File: config.mk
export PLATFORM = sky130hd
export DESIGN_NAME = bca_core
export DESIGN_NICKNAME = d
export VERILOG_FILES = /design/src/include/bca_pkg.sv /design/src/verilog/bca_core.sv
export VERILOG_INCLUDE_DIRS = /design/src /design/src/include
export SDC_FILE = /design/constraint.sdc
export NUM_CORES = 1
export LEC_CHECK = 0
export ABC_AREA = 1
export BUFFER_PORTS_ARGS = -buffer_cell sky130_fd_sc_hd__clkbuf_2
export CORE_MARGIN = 4
export CORE_UTILIZATION = 50
export CTS_CLUSTER_DIAMETER = 100
export CTS_CLUSTER_SIZE = 14
export DETAILED_ROUTE_END_ITERATION = 10
export PLACE_DENSITY_LB_ADDON = 0.1
export SYNTH_ARGS = -nofsm -noshare
export SYNTH_HDL_FRONTEND = slang
export SYNTH_SLANG_ARGS = --single-unit
export TNS_END_PERCENT = 1
File: constraint.sdc
create_clock -name i_clk -period 11.09 [get_ports i_clk]
set_clock_uncertainty 0.2 [all_clocks]
set_input_delay 3.327 -clock i_clk [delete_from_list [all_inputs] [get_ports i_clk]]
set_output_delay 3.327 -clock i_clk [all_outputs]
set_load 0.03 [all_outputs]
File: src/include/bca_consts.svh
// Offsets, field positions, reset values and timing counts of the bias/alarm block
`ifndef BCA_CONSTS_SVH
`define BCA_CONSTS_SVH
// ----------------------------------------------------------------------
// Register byte addresses (low byte; high byte is +1)
// ----------------------------------------------------------------------
`define BCA_ADDR_FLASH_WRITE_COUNTER 7'h00
`define BCA_ADDR_RATE_LOW 7'h04
`define BCA_ADDR_RATE_HIGH 7'h06
`define BCA_ADDR_OFF_LOW 7'h08
`define BCA_ADDR_OFF_HIGH 7'h0a
`define BCA_ADDR_ALM1_THR 7'h10
`define BCA_ADDR_ALM2_THR 7'h12
`define BCA_ADDR_ALM1_CNT 7'h14
`define BCA_ADDR_ALM2_CNT 7'h16
`define BCA_ADDR_ALM_CFG 7'h18
`define BCA_ADDR_DIAG 7'h26
`define BCA_ADDR_CMD 7'h28
// ----------------------------------------------------------------------
// Field positions
// ----------------------------------------------------------------------
`define BCA_CMD_ABC 0
`define BCA_CMD_RESTORE 1
`define BCA_CMD_FLASH 3
`define BCA_CFG_SRC_LSB 8
`define BCA_CFG_ROC_LSB 6
`define BCA_CFG_POL_LSB 4
`define BCA_CFG_FILT 3
`define BCA_CFG_PIN_EN 2
`define BCA_CFG_PIN_POL 1
`define BCA_CFG_PIN_SEL 0
`define BCA_DIAG_ALM_LSB 8
`define BCA_SRC_OFF 4'h0
`define BCA_SRC_RATE 4'h1
`define BCA_SRC_TEMP 4'h2
`define BCA_SRC_DIAG 4'h3
`define BCA_DEC_MAX 5'h10
// ----------------------------------------------------------------------
// Reset values and timing
// ----------------------------------------------------------------------
`define BCA_REG_RESET 16'h0000
`define BCA_FLASH_MS 72
`define BCA_CLK_MHZ 200
`define BCA_FLASH_CYCLES (`BCA_FLASH_MS * 1000 * `BCA_CLK_MHZ)
`endif

File: src/include/bca_pkg.sv
// Types shared by the bias correction and alarm block
package bca_pkg;
  typedef enum logic [2:0] {
    ST_IDLE,
    ST_ABC_SYNC,
    ST_ABC_AVG,
    ST_ABC_LOAD,
    ST_FLASH
  } bca_state_type;
  typedef logic [15:0] bca_word_type;
endpackage : bca_pkg

File: src/verilog/bca_core.sv
// Bias correction sequencer, user offset registers and two-channel alarm monitor
`include "bca_consts.svh"
`timescale 1ns/1ps
`default_nettype none
module bca_core #(
  parameter int unsigned FLASH_CYCLES = `BCA_FLASH_CYCLES
) (
  // Clock, reset, enable
  input wire logic i_clk,
  input wire logic i_rst_n,
  input wire logic i_ce,
  // Register port from the serial front end (byte writes, word reads)
  input wire logic i_wr,
  input wire logic i_rd,
  input wire logic [6:0] i_addr,
  input wire logic [7:0] i_wdata,
  output logic [15:0] o_rdata,
  output logic o_port_busy,
  // Sensor side
  input wire logic i_sample,
  input wire logic i_data_ready,
  input wire logic [4:0] i_decimation_setting,
  input wire logic [31:0] i_rate_cal,
  input wire logic [15:0] i_rate_filt,
  input wire logic [15:0] i_temp,
  input wire logic [15:0] i_diag_in,
  output logic [15:0] o_rate_output_high,
  output logic [15:0] o_rate_output_low,
  output logic o_data_clear,
  output logic o_dec_restart,
  // Flash side
  output logic o_flash_busy,
  output logic o_flash_write,
  // I/O line sharing
  input wire logic i_dready_level,
  input wire logic i_dready_en,
  input wire logic i_dready_sel,
  input wire logic [1:0] i_gpio_out,
  input wire logic [1:0] i_gpio_oe,
  output logic [1:0] o_io_out,
  output logic [1:0] o_io_oe,
  output logic [1:0] o_alarm_flags
);
  import bca_pkg::*;

  // ----------------------------------------------------------------------
  // Register port decode
  // ----------------------------------------------------------------------
  localparam int NREG = 7;
  localparam logic [6:0] REG_ADDR [NREG] = '{`BCA_ADDR_OFF_LOW, `BCA_ADDR_OFF_HIGH,
    `BCA_ADDR_ALM1_THR, `BCA_ADDR_ALM2_THR, `BCA_ADDR_ALM1_CNT, `BCA_ADDR_ALM2_CNT,
    `BCA_ADDR_ALM_CFG};

  bca_state_type state_q;
  bca_word_type regs_q [NREG];
  logic [15:0] flash_write_counter_q;
  logic [23:0] flash_tmr_q;
  logic [16:0] avg_cnt_q;
  logic [31:0] rate_out_q;
  logic [1:0] alarm_q;
  logic [15:0] rdata_q;
  logic [1:0] io_out_q;
  logic [1:0] io_oe_q;
  logic data_clear_q;
  logic dec_restart_q;
  logic flash_write_q;

  wire abc_active = (state_q == ST_ABC_SYNC) || (state_q == ST_ABC_AVG) ||
                    (state_q == ST_ABC_LOAD);
  wire port_open = !abc_active;
  wire wr_ok = i_wr && port_open;
  wire cmd_wr = wr_ok && (i_addr == `BCA_ADDR_CMD) && (state_q == ST_IDLE);
  wire start_abc = cmd_wr && i_wdata[`BCA_CMD_ABC];
  wire start_restore = cmd_wr && !i_wdata[`BCA_CMD_ABC] && i_wdata[`BCA_CMD_RESTORE];
  wire start_flash = cmd_wr && !i_wdata[`BCA_CMD_ABC] && !i_wdata[`BCA_CMD_RESTORE] &&
                     i_wdata[`BCA_CMD_FLASH];

  logic [NREG-1:0] wr_lo;
  logic [NREG-1:0] wr_hi;

  wire [15:0] cfg = regs_q[6];
  wire [15:0] off_hi = regs_q[1];
  wire [15:0] off_lo = regs_q[0];
  // Offset words line up with the two rate output words
  wire [31:0] offset_full = {off_hi, off_lo};
  wire [31:0] abc_value = 32'h0 - rate_out_q;
  wire load_offsets = (state_q == ST_ABC_LOAD);

  // ----------------------------------------------------------------------
  // Writable registers
  // ----------------------------------------------------------------------
  genvar g;
  generate
    for (g = 0; g < NREG; g++) begin : g_reg
      assign wr_lo[g] = wr_ok && (i_addr == REG_ADDR[g]);
      assign wr_hi[g] = wr_ok && (i_addr == (REG_ADDR[g] + 7'h01));
      always_ff @(posedge i_clk or negedge i_rst_n) begin
        if (!i_rst_n) begin
          regs_q[g] <= `BCA_REG_RESET;
        end else if (i_ce) begin
          if (g < 2 && load_offsets) begin
            regs_q[g] <= (g == 0) ? abc_value[15:0] : abc_value[31:16];
          end else if (g < 2 && start_restore) begin
            regs_q[g] <= `BCA_REG_RESET;
          end else begin
            if (wr_lo[g]) regs_q[g][7:0] <= i_wdata;
            if (wr_hi[g]) regs_q[g][15:8] <= i_wdata;
          end
        end
      end
    end
  endgenerate

  // ----------------------------------------------------------------------
  // Correction and flash sequencer
  // ----------------------------------------------------------------------
  // Decimation field clipped at 16 so the window never overflows 17 bits
  wire [4:0] dec_eff = (i_decimation_setting > `BCA_DEC_MAX) ? `BCA_DEC_MAX :
                       i_decimation_setting;
  wire [16:0] avg_target = 17'(32'h1 << dec_eff);
  wire avg_done = i_sample && (avg_cnt_q + 17'h1 == avg_target);
  wire flash_done = (state_q == ST_FLASH) && (flash_tmr_q == 24'(FLASH_CYCLES - 1));

  always_ff @(posedge i_clk or negedge i_rst_n) begin
    if (!i_rst_n) begin
      state_q <= ST_IDLE;
      avg_cnt_q <= 17'h0;
      flash_tmr_q <= 24'h0;
      flash_write_counter_q <= 16'h0;
    end else if (i_ce) begin
      case (state_q)
        ST_IDLE: begin
          avg_cnt_q <= 17'h0;
          flash_tmr_q <= 24'h0;
          if (start_abc) state_q <= ST_ABC_SYNC;
          else if (start_restore || start_flash) state_q <= ST_FLASH;
        end
        ST_ABC_SYNC: begin
          if (i_data_ready) state_q <= ST_ABC_AVG;
        end
        ST_ABC_AVG: begin
          if (i_sample) avg_cnt_q <= avg_cnt_q + 17'h1;
          if (avg_done) state_q <= ST_ABC_LOAD;
        end
        ST_ABC_LOAD: begin
          state_q <= ST_FLASH;
        end
        ST_FLASH: begin
          flash_tmr_q <= flash_tmr_q + 24'h1;
          if (flash_done) begin
            flash_write_counter_q <= flash_write_counter_q + 16'h1;
            state_q <= ST_IDLE;
          end
        end
        default: state_q <= ST_IDLE;
      endcase
    end
  end

  // ----------------------------------------------------------------------
  // Calibrated rate output and one-cycle side effects
  // ----------------------------------------------------------------------
  always_ff @(posedge i_clk or negedge i_rst_n) begin
    if (!i_rst_n) begin
      rate_out_q <= 32'h0;
      data_clear_q <= 1'b0;
      dec_restart_q <= 1'b0;
      flash_write_q <= 1'b0;
    end else if (i_ce) begin
      rate_out_q <= start_restore ? 32'h0 : i_rate_cal + offset_full;
      data_clear_q <= start_restore;
      dec_restart_q <= (state_q == ST_ABC_SYNC) && i_data_ready;
      flash_write_q <= flash_done;
    end
  end

  // ----------------------------------------------------------------------
  // Alarms
  // ----------------------------------------------------------------------
  wire [15:0] diag_word = {i_diag_in[15:10], alarm_q, i_diag_in[7:0]};

  generate
    for (g = 0; g < 2; g++) begin : g_alarm
      logic [15:0] thr;
      logic [7:0] period;
      logic [3:0] src_sel;
      logic [15:0] src;
      logic roc;
      logic above;
      logic [7:0] win_q;
      logic [15:0] snap_q;
      assign thr = regs_q[2 + g];
      assign period = (regs_q[4 + g][7:0] < 8'h02) ? 8'h01 : regs_q[4 + g][7:0];
      assign src_sel = cfg[`BCA_CFG_SRC_LSB + 4*g +: 4];
      assign roc = cfg[`BCA_CFG_ROC_LSB + g];
      assign above = cfg[`BCA_CFG_POL_LSB + g];
      // Filtering only has meaning for the rate source
      assign src = (src_sel == `BCA_SRC_RATE) ?
                   (cfg[`BCA_CFG_FILT] ? i_rate_filt : rate_out_q[31:16]) :
                   (src_sel == `BCA_SRC_TEMP) ? i_temp :
                   (src_sel == `BCA_SRC_DIAG) ? diag_word : 16'h0;
      wire [16:0] delta = 17'({src[15], src} - {snap_q[15], snap_q});
      wire [16:0] delta_mag = delta[16] ? 17'(17'h0 - delta) : delta;
      wire [16:0] thr_mag = thr[15] ? 17'(17'h0 - {1'b1, thr}) : {1'b0, thr};
      wire stat_hit = above ? ($signed(src) > $signed(thr)) :
                              ($signed(src) < $signed(thr));
      wire dyn_hit = above ? (delta_mag > thr_mag) : (delta_mag < thr_mag);
      wire win_end = (win_q + 8'h01 >= period);
      wire enabled = (src_sel == `BCA_SRC_RATE) || (src_sel == `BCA_SRC_TEMP) ||
                     (src_sel == `BCA_SRC_DIAG);
      always_ff @(posedge i_clk or negedge i_rst_n) begin
        if (!i_rst_n) begin
          alarm_q[g] <= 1'b0;
          win_q <= 8'h0;
          snap_q <= 16'h0;
        end else if (i_ce && i_sample) begin
          if (!enabled) begin
            alarm_q[g] <= 1'b0;
            win_q <= 8'h0;
            snap_q <= src;
          end else if (!roc) begin
            alarm_q[g] <= stat_hit;
            snap_q <= src;
          end else if (win_end) begin
            alarm_q[g] <= dyn_hit;
            win_q <= 8'h0;
            snap_q <= src;
          end else begin
            win_q <= win_q + 8'h01;
          end
        end
      end
    end
  endgenerate

  // ----------------------------------------------------------------------
  // I/O line sharing
  // ----------------------------------------------------------------------
  wire alm_any = |alarm_q;
  wire alm_level = cfg[`BCA_CFG_PIN_POL] ? alm_any : !alm_any;
  logic [1:0] io_out_d;
  logic [1:0] io_oe_d;

  generate
    for (g = 0; g < 2; g++) begin : g_io
      wire dr_here = i_dready_en && (i_dready_sel == 1'(g));
      wire alm_here = cfg[`BCA_CFG_PIN_EN] && (cfg[`BCA_CFG_PIN_SEL] == 1'(g));
      // Data ready first, alarm second, general purpose last
      assign io_out_d[g] = dr_here ? i_dready_level :
                           alm_here ? alm_level : i_gpio_out[g];
      assign io_oe_d[g] = dr_here || alm_here || i_gpio_oe[g];
    end
  endgenerate

  // ----------------------------------------------------------------------
  // Read data and pin registers
  // ----------------------------------------------------------------------
  logic [15:0] rd_mux;
  always_comb begin
    rd_mux = 16'h0;
    case (i_addr)
      `BCA_ADDR_FLASH_WRITE_COUNTER: rd_mux = flash_write_counter_q;
      `BCA_ADDR_RATE_LOW: rd_mux = rate_out_q[15:0];
      `BCA_ADDR_RATE_HIGH: rd_mux = rate_out_q[31:16];
      `BCA_ADDR_OFF_LOW: rd_mux = regs_q[0];
      `BCA_ADDR_OFF_HIGH: rd_mux = regs_q[1];
      `BCA_ADDR_ALM1_THR: rd_mux = regs_q[2];
      `BCA_ADDR_ALM2_THR: rd_mux = regs_q[3];
      `BCA_ADDR_ALM1_CNT: rd_mux = regs_q[4];
      `BCA_ADDR_ALM2_CNT: rd_mux = regs_q[5];
      `BCA_ADDR_ALM_CFG: rd_mux = regs_q[6];
      `BCA_ADDR_DIAG: rd_mux = diag_word;
      default: rd_mux = 16'h0;
    endcase
  end

  always_ff @(posedge i_clk or negedge i_rst_n) begin
    if (!i_rst_n) begin
      rdata_q <= 16'h0;
      io_out_q <= 2'b00;
      io_oe_q <= 2'b00;
    end else if (i_ce) begin
      if (i_rd) rdata_q <= port_open ? rd_mux : 16'h0;
      io_out_q <= io_out_d;
      io_oe_q <= io_oe_d;
    end
  end

  assign o_rdata = rdata_q;
  assign o_port_busy = abc_active || (state_q == ST_FLASH);
  assign o_rate_output_high = rate_out_q[31:16];
  assign o_rate_output_low = rate_out_q[15:0];
  assign o_data_clear = data_clear_q;
  assign o_dec_restart = dec_restart_q;
  assign o_flash_busy = (state_q == ST_FLASH);
  assign o_flash_write = flash_write_q;
  assign o_io_out = io_out_q;
  assign o_io_oe = io_oe_q;
  assign o_alarm_flags = alarm_q;
endmodule : bca_core
`default_nettype wire

== Yosys cells after proc, flatten, opt, wreduce, memory -nomap -nowiden ==
Index checks and enable logic that the tools add are counted.

* Register bits: 277
* Bits of input ports: 114
* Output and inout bits: 59
* Logic and storage cells: 238

* Add/subtract/negate cells: 13
* Order comparisons: 13
* Equal/unequal tests: 39
* Shifts and indexed selects: 1
* Mux-type cells: 61
* Bitwise operators: 2
* Reductions and logical operators: 78

{| class="wikitable"
|+ Operator list
! kind !! count
|-
| two-way mux 16 bit || 18
|-
| one-hot mux 16 bit (11 select lines) || 1
|-
| two-way mux 8 bit || 12
|-
| two-way mux 17 bit || 5
|-
| equality test 7 x 5 -> 1 bit, second input constant || 10
|-
| subtractor 1 x 17 -> 17 bit, first input constant || 4
|-
| one-hot mux 24 bit (2 select lines) || 1
|-
| AND reduction 2 bit || 20
|-
| > comparator 17 bit || 2
|-
| less-than comparator 17 bit || 2
|-
| one-hot mux 17 bit (2 select lines) || 1
|-
| subtractor 16 x 16 -> 17 bit || 2
|-
| adder 32 bit || 1
|-
| > comparator 16 bit || 2
|-
| less-than comparator 16 bit || 2
|-
| two-way mux 32 bit || 1
|-
| subtractor 1 x 32 -> 32 bit, first input constant || 1
|-
| logical AND 1 bit || 30
|-
| equality test 7 x 4 -> 1 bit, second input constant || 4
|-
| adder 24 x 1 -> 24 bit, second input constant || 1
|-
| equality test 24 bit, second input constant || 1
|-
| adder 17 x 1 -> 17 bit, second input constant || 1
|-
| equality test 17 bit || 1
|-
| << shifter 1 x 5 -> 17 bit, first input constant || 1
|-
| other kinds (30) || 83
|}

== Depth between registers and ports, before layout ==
Gate-level depths: netlist (run 1).

* Word-level depth: 14
* Mapped depth: 40
* Mapped depth without buffers: 39

== Worst setup path after synthesis (run 1) ==
OpenSTA, ideal clock, no wires.

* Kind: in2reg
* Start point: input port i_rate_filt[1]
* End point: register alarm_q[0] (netlist: o_alarm_flags[0])
* Setup time: 0.127 ns
* Arrival: 6.560 ns
* Slack: 4.203 ns
* Stages on the path: 25
* Path buffers: 0
* Cells stage by stage: nand2_1 o21ai_0 inv_1 o21ai_0 inv_1 fa_1 ha_1 a21boi_0 nand3_1 nor2_1 nand3_1 nor2_1 nand4_1 nor2_1 nand4_1 nor3_1 ha_1 a21oi_1 o21ai_0 a21oi_1 nand3_1 nand2_1 nand3_1 nand4_1 o21ai_0

* Word-level cells in the longest chain between the ends: 10
* Elaborated cells on any way between the ends: 14
* Those cells by class: add/sub: 2; order compare: 4; mux: 8

{| class="wikitable"
|+ RTL lines
! item !! RTL line !! source
|-
| from (decl) || bca_core.sv:24 || <nowiki>input wire logic [15:0] i_rate_filt,</nowiki>
|-
| two-way mux 16 bit (*) || bca_core.sv:199 || <nowiki>(cfg[`BCA_CFG_FILT] ? i_rate_filt : rate_out_q[31:16]) :</nowiki>
|-
| two-way mux 16 bit (*) || bca_core.sv:198 || <nowiki>assign src = (src_sel == `BCA_SRC_RATE) ?</nowiki>
|-
| net g_alarm[0].src[1] || bca_core.sv:187 || <nowiki>logic [15:0] src;</nowiki>
|-
| subtractor 16 x 16 -> 17 bit || bca_core.sv:202 || <nowiki>wire [16:0] delta = 17'({src[15], src} - {snap_q[15], snap_q});</nowiki>
|-
| subtractor 1 x 17 -> 17 bit || bca_core.sv:203 || <nowiki>wire [16:0] delta_mag = delta[16] ? 17'(17'h0 - delta) : delta;</nowiki>
|-
| two-way mux 17 bit || bca_core.sv:203 ||
|-
| less-than comparator 17 bit / > comparator 17 bit (equally long branches) || bca_core.sv:207 || <nowiki>wire dyn_hit = above ? (delta_mag > thr_mag) : (delta_mag < thr_mag);</nowiki>
|-
| two-way mux 1 bit || bca_core.sv:207 ||
|-
| two-way mux 1 bit || bca_core.sv:224 || <nowiki>end else if (win_end) begin</nowiki>
|-
| two-way mux 1 bit (*) || bca_core.sv:221 || <nowiki>end else if (!roc) begin</nowiki>
|-
| two-way mux 1 bit (*) || bca_core.sv:217 || <nowiki>if (!enabled) begin</nowiki>
|-
| to (signal, indexed assignment) || bca_core.sv:222 || <nowiki>alarm_q[g] <= stat_hit;</nowiki>
|-
| to (signal, indexed assignment) || bca_core.sv:225 || <nowiki>alarm_q[g] <= dyn_hit;</nowiki>
|-
| to (decl) || bca_core.sv:60 || <nowiki>logic [1:0] alarm_q;</nowiki>
|}

The timed path passes the listed nets; every way through them passes the cells marked *. The select of a mux whose other input is x is not followed.
A chain may end at the register's enable or synchronous reset.

== Final worst setup path (run 1) ==
* Start point: input port i_diag_in[2]
* End point: register alarm_q[1] (netlist: o_alarm_flags[1])

* Word-level cells in the longest chain between the ends: 11
* Elaborated cells on any way between the ends: 15
* Those cells by class: add/sub: 2; order compare: 4; mux: 9

{| class="wikitable"
|+ RTL lines
! item !! RTL line !! source
|-
| from (decl) || bca_core.sv:26 || <nowiki>input wire logic [15:0] i_diag_in,</nowiki>
|-
| two-way mux 16 bit (*) || bca_core.sv:201 || <nowiki>(src_sel == `BCA_SRC_DIAG) ? diag_word : 16'h0;</nowiki>
|-
| two-way mux 16 bit (*) || bca_core.sv:200 || <nowiki>(src_sel == `BCA_SRC_TEMP) ? i_temp :</nowiki>
|-
| two-way mux 16 bit (*) || bca_core.sv:198 ||
|-
| net g_alarm[1].src[2] || bca_core.sv:187 ||
|-
| subtractor 16 x 16 -> 17 bit || bca_core.sv:202 ||
|-
| subtractor 1 x 17 -> 17 bit || bca_core.sv:203 ||
|-
| two-way mux 17 bit || bca_core.sv:203 ||
|-
| less-than comparator 17 bit / > comparator 17 bit (equally long branches) || bca_core.sv:207 ||
|-
| two-way mux 1 bit || bca_core.sv:207 ||
|-
| two-way mux 1 bit || bca_core.sv:224 ||
|-
| two-way mux 1 bit (*) || bca_core.sv:221 ||
|-
| two-way mux 1 bit (*) || bca_core.sv:217 ||
|}

Marked as above.

==> impl_metrics.tcl, run 1 <==
set metrics [dict create \
    grt_pass1_vias 22000 \
    yosysSeqAreaShare 0.306 \
    std_cell_rows 77 \
    post_cts_resize_count 0 \
    timing.max_cap.violations 0 \
    area_growth_syn_to_layout_pct 8.76 \
    gp_congestion 1.00 \
    r2r-start "cfg[3]$_DFFE_PN0P_" \
    cts_tree "built" \
    synth.top_cell.area_share 0.306 \
    max_freq_mhz 131 \
    clkSinkCount 277 \
    cp_top_family "simple AND/OR/NAND/NOR gates" \
    status "finished clean" \
    timing.final.crit_period_ps 7660 \
    start_util 0.509 \
    timing.final.crit_share 0.690 \
    grt.total_usage 0.313 \
    numCtsBuffers 23 \
    static_leakage_power_nw 12.4 \
    cts_h_tree_lvls 1 \
    syn-instance-count 3320 \
    worstSetupStartpointType "primary input" \
    synthDominantAreaCellType "dfrtp_1" \
    placed_cell_area_sq_mm 0.0240 \
    fin_tns_setup_ps 0 \
    preCtsSetupSlack_ps 2970 \
    dominantRegCellSynth "dfrtp_1" \
    drtAntennaViolNets 0 \
    layout.core_utilization 0.553 \
    holdCritStartpoint "o_rdata[15]$_DFFE_PN0P_" \
    wirelength_um 79900 \
    max-vdd-ir-drop_mv 0.105 \
    routed-via-count 23400 \
    crit_path_max_fanout 14 \
    grt_antenna_before_repair 2 \
    report.final.hold_viol_count 0 \
    post_drt_via_cell_ratio 5.80 \
    core-area_sq_mm 0.0445 \
    yosys_register_bits 277 \
    drt_drc_violations_left 0 \
    worst-slew-pin-transition_ps 1090 \
    postCtsSetupRepairBufs 0 \
    slowest_stage "o31ai_1" \
    design_area_sq_mm 0.0246 \
    place.detailed.hpwl_um 63800 \
    final.hold.worst_slack_ps 286 \
    number_of_endpoints_failing_setup_at_the_final_stage 0 \
    firstDrtPassIters 8 \
    dr.first_iter.drc_count 2427 \
    synth.distinct_cells 62 \
    clock-root-buffer "clkbuf_16" \
    cp.arrival_ps 7900 \
    setup.worst_path.class "in -> reg" \
    insertion_delay_to_the_later_sink_of_the_worst_skew_pair_ps 550 \
    number_of_flops_mapped_to_enable_cells_by_yosys 0 \
    finalNetCount 3722 \
    worst_setup_hold_path_clk_slew_ps 70 \
    timing_max_transition_violations_final 0 \
    cp_max_stage_delay_ps 560 \
    critical_path.startpoint "i_diag_in[2]" \
    mappedNetlistArea_sq_mm 0.0227 \
    critPathBufInv 4 \
    boundaryPins 173 \
    wire_length_of_the_first_global_routing_pass_um 123000 \
    avgRoutedWirePerCell_um 19.7 \
    global_route.overflow_total 0 \
    power_density_mw_per_mm2 153 \
    count_of_input_and_output_buffers 170 \
    ys_warnings 0 \
    critPathCaptureType "flop" \
    floorplan.die.width_um 221 \
    postSynth.asyncResetShare 1.00 \
    slew-limit-headroom 0.271 \
    final_layout_size_suffix_gt1_frac 0.0829 \
    worst_min_path_class "reg -> reg" \
    rsz0062_at_grt "no" \
    worst_path_most_repeated_cell "nand2_1" \
    die_h_um 221 \
    grt_start_max_net_pins 169 \
    fin_ws_ps 3430 \
    post_synth.cell_area_avg_sq_um 6.82 \
    clock_tree.buffer_depth 3 \
    die_area_sq_mm 0.0488 \
    crit_required_ps 11330 \
    post_synth_main_area_contributors "dfrtp_1 (31%), nand2_1 (12%), ha_1 (8.6%)" \
    hold_fix_buffers_at_cts 0 \
]
## Yosys cell counts, types with 54 or more instances
| library cell | count |
|---|---|
| xor2_1 | 96 |
| a21oi_1 | 151 |
| o21ai_0 | 277 |
| clkbuf_1 | 56 |
| ha_1 | 155 |
| nor2_1 | 332 |
| nand3_1 | 236 |
| inv_1 | 481 |
| dfrtp_1 | 277 |
| nand4_1 | 86 |
| nand2_1 | 745 |
| nor3_1 | 54 |
## cells in the final DEF (no fill, tap or decap), types with 9 or more instances in the layout
cell / count
nand2_1: 745
inv_1: 481
nor2_1: 332
o21ai_0: 277
dfrtp_1: 277
nand3_1: 236
clkbuf_2: 169
ha_1: 155
a21oi_1: 151
xor2_1: 96
nand4_1: 86
nor3_1: 53
o22ai_1: 53
a31oi_1: 53
o31ai_1: 28
clkbuf_16: 23
inv_2: 20
xnor2_1: 15
nor2_2: 14
o221ai_1: 13
nor4_1: 13
o21ai_1: 12
o211ai_1: 11
nand2_2: 10
nand3b_1: 9
o21bai_1: 9
a32o_1: 9
## layer usage
metal  wire length, um  track usage  up-vias
met5                13            0        -
met1             34300        0.441    10900
li1                  -            -    11300
met4              2580       0.0910        2
met2             35400        0.496     1050
met3              7550       0.0586      143
## layout make-up
type | instances | area (sq um)
Timing Repair Buffer | 179 | 941
Sequential cell | 277 | 6930
Antenna cell | 1 | 2.50
Multi-Input combinational cell | 2464 | 13500
Inverter | 505 | 1900
Tap cell | 592 | 741
Fill cell | 4449 | 19900
Clock inverter | 1 | 8.76
Clock buffer | 25 | 593
## stage by stage
step	std cells	power, mW
3_5_place_dp	4017	2.99
2_1_floorplan	3321	2.49
3_3_place_gp	4017	2.95
4_1_cts	4043	3.77
5_1_grt	4043	4.09
6_report	4044	3.78
## report_power, final
part           switching [mW]  total, mW  internal (mW)
Sequential              0.108       1.19           1.08
Combinational            1.22       1.82          0.606
Clock                   0.392      0.768          0.376
Total                    1.71       3.78           2.06
## flip-flops by register name, summed over array words and instances (netlist names), 3 cells and up
| name | flops |
|---|---|
| g_alarm.snap_q | 32 |
| g_alarm.thr | 32 |
| rate_out_q | 32 |
| regs_q | 32 |
| flash_tmr_q | 24 |
| avg_cnt_q | 17 |
| cfg | 16 |
| flash_write_counter_q | 16 |
| g_alarm.win_q | 16 |
| o_rdata | 16 |
| off_hi | 16 |
| off_lo | 16 |
| state_q | 3 |
## worst paths after layout
kind	cells after the start	endpoint	slack, ps
max	28	o_alarm_flags[1]$_DFFE_PN0P_	3430
min	2	o_rdata[15]$_DFFE_PN0P_	290
max reg2reg	28	o_alarm_flags[1]$_DFFE_PN0P_	5220
min reg2reg	2	o_rdata[15]$_DFFE_PN0P_	290
max in group asynchronous	2	off_hi[8]$_DFFE_PN0P_	6540
min in group asynchronous	1	avg_cnt_q[13]$_DFFE_PN0P_	2620
## logic make-up (layout without fill, tap and decap cells)
family          after synthesis  in the layout  synth area share
simple gates               1531           1531             0.295
flops                       277            277             0.306
xor+xnor                    115            115            0.0458
compound gates              655            655             0.166
buf+inv                     580            710            0.0974
mux                           3              3           0.00144
other cells                   1              3          0.000166
fa+ha+maj                   158            158            0.0883
## tightest hold or removal path: stages (launching register included)
cell,delay [ps]
dfrtp_1,340
nand2_1,50
nand2_1,60
Note: power is estimated with default switching activity, not from simulation.
==> run 2, diff against run 1 <==
clock period = 6.2 ns   (was 11.09 ns; I/O delays follow)
==> impl_metrics.tcl, run 2 (synthesis results as in run 1) <==
set metrics [dict create \
    clock_tree.buffer_depth 3 \
    fin_tns_setup_ps 0 \
    preCtsSetupSlack_ps -50.1 \
    drt_drc_violations_left 0 \
    worst_setup_hold_path_clk_slew_ps 80 \
    layout_common_cells "nand2_1 (745), inv_1 (481), nor2_1 (332), o21ai_0 (277), dfrtp_1 (277)" \
    static_leakage_power_nw 12.8 \
    slew-limit-headroom 0.303 \
    gp_congestion 1.02 \
    firstDrtPassIters 7 \
    grt.total_usage 0.311 \
    timing.final.crit_period_ps 5790 \
    total_switching_power_mw 3.13 \
    timing.final.crit_share 0.934 \
    max-vdd-ir-drop_mv 0.186 \
    dp_cells 4108 \
    status "finished clean" \
    groute.layer.met1.usage 0.430 \
    avgRoutedWirePerCell_um 19.2 \
    global_route.overflow_total 0 \
    worst-slew-pin-transition_ps 1040 \
    cp.arrival_ps 6100 \
    core-area_sq_mm 0.0445 \
    postCtsSetupRepairBufs 0 \
    cp_max_stage_delay_ps 370 \
    clock-root-buffer "clkbuf_16" \
    slowest_stage "ha_1" \
    met3_usage 0.0469 \
    pwr-share-clk 0.195 \
    r2r-start "cfg[3]$_DFFE_PN0P_" \
    drtAntennaViolNets 0 \
    finalNetCount 3813 \
    die_area_sq_mm 0.0488 \
    wire_length_of_the_first_global_routing_pass_um 123000 \
    top_usage_layer "met2" \
    place.detailed.hpwl_um 63800 \
    cellInternalPower_mw 3.92 \
    critPathCaptureType "flop" \
    numCtsBuffers 23 \
    sw_frac_of_total 0.444 \
    power.share.combinational 0.504 \
    fin_ws_ps 411 \
    die_h_um 221 \
    post_cts_resize_count 0 \
    regToRegEndpoint "o_alarm_flags[1]$_DFFE_PN0P_" \
    grt_start_max_net_pins 113 \
    worst_min_path_class "reg -> reg" \
    cts_h_tree_lvls 1 \
    clkSinkCount 277 \
    holdCritStartpoint "o_rdata[15]$_DFFE_PN0P_" \
    insertion_delay_to_the_later_sink_of_the_worst_skew_pair_ps 570 \
    number_of_endpoints_failing_setup_at_the_final_stage 0 \
    post_drt_via_cell_ratio 5.72 \
    whs_path_depth 2 \
    finalNonFillerCells 4136 \
    cts_tree "built" \
    area_growth_syn_to_layout_pct 11.8 \
    ff2ff_path_depth 32 \
    start_util 0.509 \
    count_of_input_and_output_buffers 170 \
    rsz0062_at_grt "no" \
    timing.max_cap.violations 0 \
    floorplan.die.width_um 221 \
    final_layout_size_suffix_gt1_frac 0.106 \
    max_freq_mhz 173 \
    grt_antenna_before_repair 3 \
    fillerInstances 4471 \
    crit_path_max_fanout 10 \
    setup.worst_path.class "in -> reg" \
    power_density_mw_per_mm2 278 \
    hold_fix_buffers_at_cts 0 \
    worstSetupStartpointType "primary input" \
    routed-via-count 23700 \
    dr.first_iter.drc_count 2302 \
    std_cell_rows 77 \
    final.hold.worst_slack_ps 283 \
    min_delay_worst_endpoint "o_rdata[15]$_DFFE_PN0P_" \
    register_to_register_path_setup_slack_ps 650 \
    gr-usage-met2 0.508 \
    timing_max_transition_violations_final 0 \
    crit_required_ps 6510 \
    wirelength_um 79400 \
    share_seq_of_total_power 0.301 \
    grt_pass1_vias 22400 \
    worst_path_most_repeated_cell "nand2_1" \
    report.final.hold_viol_count 0 \
    layout.cells.most_common "nand2_1" \
    boundaryPins 173 \
]
==> run 2: changes by cell type in the layout (fill, tap and decap cells not counted) <==
cell,delta
buf_4,+91
diode_2,+1
==> run 2: critical path: cells and delay by family <==
kind / cells / cell delay, ps
xor+xnor: 1 / 150
buf+inv: 8 / 1010
simple gates: 18 / 1780
fa+ha+maj: 2 / 650
compound gates: 3 / 640
==> run 2: stage by stage <==
stage	utilization	power, mW	instance area, sq um
6_report	0.569	7.04	25300
5_1_grt	0.569	7.59	25300
4_1_cts	0.569	7.01	25300
3_5_place_dp	0.555	5.63	24700
3_3_place_gp	0.555	5.55	24700
2_1_floorplan	-	4.46	22700
==> run 2: final cells by class <==
cell class | instances | area, sq um | share of cell area
Timing Repair Buffer | 270 | 1620 | 0.0641
Clock buffer | 25 | 593 | 0.0234
Sequential cell | 277 | 6930 | 0.274
Antenna cell | 2 | 5.00 | 0.000198
Clock inverter | 1 | 8.76 | 0.000346
Inverter | 505 | 1900 | 0.0749
Tap cell | 592 | 741 | 0.0293
Multi-Input combinational cell | 2464 | 13500 | 0.534
==> run 2: how the worst max path moves through the flow <==
| stage | startpoint | endpoint | slack (ps) | cells past startpoint |
|---|---|---|---|---|
| after floorplan | i_rate_filt[1] | o_alarm_flags[0]$_DFFE_PN0P_ | 780 | 25 |
| after global placement | i_diag_in[11] | o_alarm_flags[1]$_DFFE_PN0P_ | 40 | 32 |
| after detailed placement | i_diag_in[11] | o_alarm_flags[1]$_DFFE_PN0P_ | -50 | 30 |
| after CTS | i_diag_in[11] | o_alarm_flags[1]$_DFFE_PN0P_ | 520 | 30 |
| after global routing | i_rate_filt[4] | o_alarm_flags[0]$_DFFE_PN0P_ | 50 | 27 |
| final | i_diag_in[11] | o_alarm_flags[1]$_DFFE_PN0P_ | 410 | 32 |
==> run 2: layer usage <==
layer | routed length, um | part of all wire | vias to the layer above
li1 | - | - | 11500
met1 | 34000 | 0.43 | 11100
met5 | 11 | 0.00014 | -
met2 | 35900 | 0.45 | 968
met4 | 2800 | 0.035 | 2
met3 | 6650 | 0.084 | 159
==> run 2: power by group through the flow <==
stage / Combinational (mW) / Clock, mW / Sequential, mW
finish: 3.55 / 1.38 / 2.12
global route: 4.01 / 1.46 / 2.13
CTS: 3.51 / 1.39 / 2.11
detailed placement: 3.48 / 0 / 2.14
global placement: 3.41 / 0 / 2.14
floorplan: 2.30 / 0 / 2.16
